## src/mit_pkg.sv

```systemverilog
// Constants for the modulo interval timer
package mit_pkg;
  localparam logic [7:0] MIT_CTRL_ADDR = 8'h2a;
  localparam int MIT_SEL_LO = 0;
  localparam int MIT_SEL_HI = 1;
  localparam int MIT_CLR_BIT = 2;
  localparam int MIT_RUN_BIT = 3;
  localparam logic [3:0] MIT_CTRL_RESET = 4'h0;
  localparam logic [7:0] MIT_COUNT_RESET = 8'h00;
  localparam logic [7:0] MIT_MODULO_RESET = 8'hff;
  localparam int MIT_CLK_HZ = 10_000_000;
  localparam int MIT_RATE0_HZ = 100_000;
  localparam int MIT_RATE1_HZ = 10_000;
  localparam int MIT_RATE2_HZ = 2_000;
  localparam int MIT_RATE3_HZ = 1_000;
  localparam int MIT_DIV0 = MIT_CLK_HZ / MIT_RATE0_HZ;
  localparam int MIT_DIV1 = MIT_CLK_HZ / MIT_RATE1_HZ;
  localparam int MIT_DIV2 = MIT_CLK_HZ / MIT_RATE2_HZ;
  localparam int MIT_DIV3 = MIT_CLK_HZ / MIT_RATE3_HZ;
  localparam int MIT_DIV_W = 14;
endpackage

```

## src/mit_rate_gen.sv

```systemverilog
// Basic clock tick generator with four selectable rates
`timescale 1ns/10ps
module mit_rate_gen
  import mit_pkg::*;
(
  input wire logic clk,
  input wire logic rst_b,
  input wire logic [1:0] sel,
  output logic tick
);
  logic [MIT_DIV_W-1:0] cnt;
  logic [MIT_DIV_W-1:0] limit;
  logic at_end;
  // Free-running divider; limit follows sel directly, so a rate change applies to the period in progress
  assign limit = (sel == 2'h0) ? MIT_DIV_W'(MIT_DIV0 - 1) :
                 (sel == 2'h1) ? MIT_DIV_W'(MIT_DIV1 - 1) :
                 (sel == 2'h2) ? MIT_DIV_W'(MIT_DIV2 - 1) :
                 MIT_DIV_W'(MIT_DIV3 - 1);
  assign at_end = (cnt >= limit);
  always_ff @(posedge clk or negedge rst_b) begin
    if (!rst_b) begin
      cnt <= '0;
      tick <= 1'b0;
    end else begin
      cnt <= at_end ? '0 : cnt + MIT_DIV_W'(1);
      tick <= at_end;
    end
  end
endmodule // mit_rate_gen

```

## src/mit_timer.sv

```systemverilog
// Modulo interval timer top level
`timescale 1ns/10ps
// Summary of operation
// - An 8-bit counter counts the selected basic clock and is compared with the compare value.
// - Control bits 1:0 select 100 kHz, 10 kHz, 2 kHz or 1 kHz as the basic clock.
// - The counter advances only while control bit 3 is set and holds otherwise.
// - Writing 1 to control bit 2 clears the counter, writing 0 does nothing.
// - Control bit 2 always reads as 0.
// - An interrupt request is raised when the count reaches the compare value, unless a clear write or watchdog/stack reset comes in the same cycle.
// - A match clears the counter automatically so the interval repeats.
// - The counter value is readable through the transfer buffer.
// - The compare value is loaded from the transfer buffer on a software write.
// - Control clears on power-on and watchdog/stack reset but is kept on chip-enable reset.
// - Run changes are sampled at basic clock ticks, giving up to one tick of start or stop error.
module mit_timer
  import mit_pkg::*;
(
  input wire logic CLK,
  input wire logic RST_B,
  input wire logic WDT_STACK_RESET,
  input wire logic CE_RESET,
  input wire logic CTRL_WR,
  input wire logic [7:0] CTRL_ADDR,
  input wire logic [3:0] CTRL_WDATA,
  output logic [3:0] CTRL_RDATA,
  input wire logic MODULO_PUT,
  input wire logic COUNT_GET,
  input wire logic [7:0] TRANSFER_BUFFER_IN,
  output logic [7:0] TRANSFER_BUFFER_OUT,
  output logic IRQ
);
  logic [1:0] clock_select;
  logic run_control;
  logic [7:0] count;
  logic [7:0] modulo;
  logic tick;
  logic run_sampled;
  logic ctrl_hit;
  logic clear_req;
  logic advance;
  logic [7:0] next_count;
  logic match;

  mit_rate_gen u_rate (
    .clk(CLK),
    .rst_b(RST_B),
    .sel(clock_select),
    .tick(tick)
  );

  assign ctrl_hit = CTRL_WR && (CTRL_ADDR == MIT_CTRL_ADDR);
  assign clear_req = ctrl_hit && CTRL_WDATA[MIT_CLR_BIT];
  // Run is taken only at a tick, so start/stop land on tick boundaries
  assign advance = tick && run_sampled;
  assign next_count = count + 8'h01;
  assign match = advance && (next_count == modulo);

  // Chip-enable reset is not wired to control: contents retained
  always_ff @(posedge CLK or negedge RST_B) begin
    if (!RST_B) begin
      clock_select <= MIT_CTRL_RESET[1:0];
      run_control <= MIT_CTRL_RESET[MIT_RUN_BIT];
    end else if (WDT_STACK_RESET) begin
      clock_select <= MIT_CTRL_RESET[1:0];
      run_control <= MIT_CTRL_RESET[MIT_RUN_BIT];
    end else if (ctrl_hit) begin
      clock_select <= CTRL_WDATA[MIT_SEL_HI:MIT_SEL_LO];
      run_control <= CTRL_WDATA[MIT_RUN_BIT];
    end
  end

  always_ff @(posedge CLK or negedge RST_B) begin
    if (!RST_B) begin
      run_sampled <= 1'b0;
    end else if (WDT_STACK_RESET) begin
      run_sampled <= 1'b0;
    end else if (tick) begin
      run_sampled <= run_control;
    end
  end

  always_ff @(posedge CLK or negedge RST_B) begin
    if (!RST_B) begin
      count <= MIT_COUNT_RESET;
    end else if (WDT_STACK_RESET || clear_req) begin
      count <= MIT_COUNT_RESET;
    end else if (match) begin
      count <= MIT_COUNT_RESET;
    end else if (advance) begin
      count <= next_count;
    end
  end

  always_ff @(posedge CLK or negedge RST_B) begin
    if (!RST_B) begin
      modulo <= MIT_MODULO_RESET;
    end else if (WDT_STACK_RESET) begin
      modulo <= MIT_MODULO_RESET;
    end else if (MODULO_PUT) begin
      modulo <= TRANSFER_BUFFER_IN;
    end
  end

  always_ff @(posedge CLK or negedge RST_B) begin
    if (!RST_B) begin
      IRQ <= 1'b0;
      CTRL_RDATA <= MIT_CTRL_RESET;
      TRANSFER_BUFFER_OUT <= MIT_COUNT_RESET;
    end else begin
      IRQ <= match && !clear_req && !WDT_STACK_RESET;
      CTRL_RDATA <= {run_control, 1'b0, clock_select};
      if (COUNT_GET) begin
        TRANSFER_BUFFER_OUT <= count;
      end
    end
  end

  logic unused_ce;
  assign unused_ce = CE_RESET;
endmodule // mit_timer

```

## config.mk

```make
export PLATFORM = sky130hd
export DESIGN_NAME = mit_timer
export DESIGN_NICKNAME = d
export VERILOG_FILES = /design/src/mit_pkg.sv /design/src/mit_rate_gen.sv /design/src/mit_timer.sv
export SDC_FILE = /design/constraint.sdc
export NUM_CORES = 1
export LEC_CHECK = 0
export ABC_AREA = 1
export BUFFER_PORTS_ARGS = -buffer_cell sky130_fd_sc_hd__buf_2
export CAP_MARGIN = 20
export CELL_PAD_IN_SITES_DETAIL_PLACEMENT = 2
export CELL_PAD_IN_SITES_GLOBAL_PLACEMENT = 2
export CORE_MARGIN = 3
export CORE_UTILIZATION = 33
export CTS_CLUSTER_DIAMETER = 120
export DETAILED_ROUTE_END_ITERATION = 12
export HOLD_SLACK_MARGIN = 0.02
export PLACE_DENSITY_LB_ADDON = 0.2
export SLEW_MARGIN = 20
export SYNTH_ARGS = -nofsm -noshare
export SYNTH_HDL_FRONTEND = slang
export SYNTH_SLANG_ARGS = --single-unit
```

## constraint.sdc

```tcl
create_clock -name CLK -period 2.6 [get_ports CLK]
set_input_delay 0.26 -clock CLK [delete_from_list [all_inputs] [get_ports CLK]]
set_output_delay 0.26 -clock CLK [all_outputs]
set_load 0.1 [all_outputs]
```

==> impl_results.rst <==
.. list-table::
   :header-rows: 1

   * - Metric
     - Value
   * - Area taken by multi-input logic gates
     - 1280 um2
   * - Quantity of hold-fixing buffers added after cts
     - 0
   * - Fraction of synthesized area in multiplexers
     - 0.00844
   * - Total negative setup slack
     - 0 ps
   * - Setup repair after global routing missed its margin
     - no
   * - Final cycle utilization of the critical path
     - 0.813
   * - TritonCTS clock tree
     - built
   * - Clock tree buffer depth
     - 2
   * - Result of the run
     - finished with violations
   * - Max rail drop VDD
     - 0.216 mV
   * - Max-slew headroom
     - 0.542
   * - Kind of path behind the tightest hold check
     - in2async
   * - Max stage delay cell, worst path
     - sky130_fd_sc_hd__dfrtp_1
   * - DP Area
     - 2970 um2
   * - Total inserted antenna cells
     - 0
   * - Post-CTS setup buffer count
     - 0
   * - Wirelength per Cell
     - 14.8 um
   * - Area added between synthesis and finish
     - 16.1%
   * - Clock-pin slew reported for the worst setup and hold paths after clock tree synthesis
     - 90 ps
   * - Area enclosed by the die boundary
     - 9200 um2
   * - Flip-flop and latch area
     - 1190 um2
   * - Final number of max-transition violations
     - 0
   * - Height of the die
     - 95.9 um
   * - Worst slack at placement
     - 495 ps
   * - Critical path endpoint category
     - register
   * - Post-synthesis net count
     - 368
   * - Number of antenna violations at the first check in global routing
     - 0
   * - DR iter-0 viols
     - 83
   * - Length of the first detailed-routing pass in iterations
     - 4
   * - Peak clock frequency supported by timing
     - 473 MHz
   * - Slew of the pin with the lowest slew margin
     - 688 ps
   * - Type of the setup path with the least slack
     - reg2reg
   * - Biggest fanout along the worst timing path
     - 15
   * - Post-synthesis compound-gate area fraction
     - 0.0717
   * - Number of warning messages in the yosys log
     - 0
   * - Layout cell share with drive strength beyond 1
     - 0.211
   * - Data arrival time at the worst-slack endpoint
     - 2290 ps
   * - Dominant combinational cell family by area after synthesis
     - simple AND/OR/NAND/NOR gates
   * - Adder-cell share of the synthesized area
     - 0.0563
   * - Critical Path Source Type
     - register
   * - Maximum clock skew at final layout
     - 11.3 ps
   * - Fill cells
     - 936
   * - Core outline area
     - 7810 um2
   * - Post-CTS Resized
     - 0
   * - H-tree levels
     - 2
   * - Post-synthesis cell count
     - 329
   * - Maximum capacitance violations
     - 0
   * - Violations in the final reports
     - hold timing
   * - Die Wd
     - 95.9 um
   * - Via density per instance
     - 4.85
   * - Final Util
     - 0.397
   * - Sequential area share after synthesis
     - 0.444
   * - Power density of the placed cells
     - 650 nW/um2
   * - Vias after detailed routing
     - 2290
   * - Hold Slack
     - -6.99 ps
   * - Period minus WS final
     - 2110 ps
   * - Latest clock arrival within the worst-skew pair
     - 300 ps
   * - Lkg Pwr
     - 1.59 nW
   * - Unique cell type count in the Yosys netlist
     - 33
   * - Number of enable-type register cells in the synthesized netlist
     - 0
   * - I/O pins
     - 40
   * - Final hold violation count
     - 17
   * - Cell at the root of the clock tree
     - sky130_fd_sc_hd__clkbuf_8
   * - Overall global routing resource usage
     - 0.172
   * - Cells traversed along the worst timing path
     - inv_1, ha_1, inv_1, ha_1, nand4_1, nor4_1, nand2_1, nand2_2, nor2_1
   * - Largest stage delay, worst path
     - 420 ps
   * - Post-synthesis cell area
     - 2670 um2
   * - Final setup fails
     - 0
   * - Total CTS buffers
     - 5
   * - Overall Power
     - 2.01 mW
   * - Post-layout instance area
     - 3100 um2
   * - Pin count of the biggest net entering global routing
     - 32
   * - Number of sinks on the clock net
     - 47
   * - Drc violations
     - 0
   * - Flop and latch count out of synthesis
     - 47
   * - Hpwl dp
     - 5.49 mm
   * - Number of nets with antenna violations after routing
     - 0
   * - Most used flip-flop cell after synthesis
     - sky130_fd_sc_hd__dfrtp_1
   * - Final layout net count
     - 408
   * - Critical path data required time
     - 2780 ps
   * - Final Routed Wirelength
     - 7.00 mm
   * - Port Buffers
     - 37
   * - Mean Syn Cell Area
     - 8.11 um2
   * - Global-route wire length before repair
     - 12.1 mm
   * - Number of global-route vias before repair
     - 2475
   * - GR Overflow Total
     - 0
   * - Ys async rst share
     - 1.00
   * - Final estimated routing congestion in global placement
     - 0.727
   * - Crit path setup slack, layout
     - 487 ps
   * - Simple-gate share of the synthesized area
     - 0.289
   * - Std-Cell Rows
     - 32
   * - Initial standard-cell utilization of the core
     - 0.342
   * - Area share of xor/xnor cells in the synthesized design
     - 0.0525
## cells in the mapped netlist (3+ instances only)
master | instances | area [um2]
sky130_fd_sc_hd__clkbuf_1 | 3 | 11.3
sky130_fd_sc_hd__dfstp_2 | 8 | 210
sky130_fd_sc_hd__ha_1 | 12 | 150
sky130_fd_sc_hd__a21oi_1 | 18 | 90.1
sky130_fd_sc_hd__nand2_2 | 5 | 31.3
sky130_fd_sc_hd__nand3_2 | 5 | 50.1
sky130_fd_sc_hd__dfrtp_1 | 39 | 976
sky130_fd_sc_hd__nor2_1 | 34 | 128
sky130_fd_sc_hd__nand3_1 | 27 | 135
sky130_fd_sc_hd__xor2_1 | 11 | 96.3
sky130_fd_sc_hd__nor2_2 | 3 | 18.8
sky130_fd_sc_hd__o21ai_0 | 14 | 70.1
sky130_fd_sc_hd__inv_1 | 43 | 161
sky130_fd_sc_hd__nand2_1 | 67 | 251
sky130_fd_sc_hd__nor2_4 | 4 | 45.0
sky130_fd_sc_hd__nand4_1 | 6 | 37.5
sky130_fd_sc_hd__xnor2_1 | 5 | 43.8
sky130_fd_sc_hd__nor3_1 | 3 | 15.0
## state kept, by name, summed over array words and instances (netlist names)
signal,cells
u_rate.cnt,14
clock_select,2
run_sampled,1
run_control,1
CTRL_RDATA,3
TRANSFER_BUFFER_OUT,8
u_rate.tick,1
IRQ,1
count,8
modulo,8
## area by class of cell
class / count / area share
Clock inverter: 2 / 0.0194
Sequential cell: 47 / 0.383
Tap cell: 102 / 0.0412
Multi-Input combinational cell: 230 / 0.413
Clock buffer: 6 / 0.0234
Inverter: 46 / 0.0557
Timing Repair Buffer: 39 / 0.0646
## power by group
group          switching [mW]  total (mW)  internal, mW
clock network           0.254       0.638         0.385
logic                   0.315       0.478         0.163
registers              0.0794       0.897         0.817
total                   0.648        2.01          1.36
## through the flow
step	instances	hold WS (ps)
after global routing	472	47.2
final	472	-6.99
after floorplan	329	-35.6
after CTS	472	28.2
after global placement	464	345
after detailed placement	464	351
## placed cells by master (no fill, tap or decap), drive strengths merged, types with 3 or more instances in the layout
cell	netlist	final
nor2	41	41
xnor2	5	5
nand3	32	32
dfrtp	39	39
a21oi	18	18
clkbuf	3	6
buf	3	39
dfstp	8	8
nand2	73	73
ha	12	12
inv	45	45
xor2	11	11
nor3	3	3
o21ai	16	16
nand4	6	6
## path summary, 6_finish.rpt
check	from	endpoint	slack, ps	depth (start not counted)
min reg2reg	run_control	CTRL_RDATA[3]	400	0
max reg2reg	clock_select[0]	u_rate.cnt[11]	490	9
max in group asynchronous	RST_B	modulo[6]	1930	2
max	clock_select[0]	u_rate.cnt[11]	490	9
min in group CLK	CTRL_WDATA[1]	clock_select[1]	190	3
min	RST_B	u_rate.cnt[0]	-7	1
## critical path: cells and delay by family (launching register included)
family / cells / cell delay [ps]
buffers and inverters: 2 / 180
adder cells (fa/ha/maj): 2 / 440
flip-flops: 1 / 420
AND/OR/NAND/NOR: 5 / 960
## per-layer routing
metal	GRT usage	part of all wire
met1	0.236	0.49
met2	0.279	0.46
met3	0.0328	0.041
met4	0.0391	0.011
met5	0	0
## cells by family after synthesis
kind of cell             after synthesis
AO/OA/AOI/OAI                         37
XOR/XNOR                              16
adder cells (fa/ha/maj)               12
buffers and inverters                 52
flip-flops                            47
multiplexers                           2
other                                  1
AND/OR/NAND/NOR                      162
Note: power is estimated with default switching activity, not from simulation.
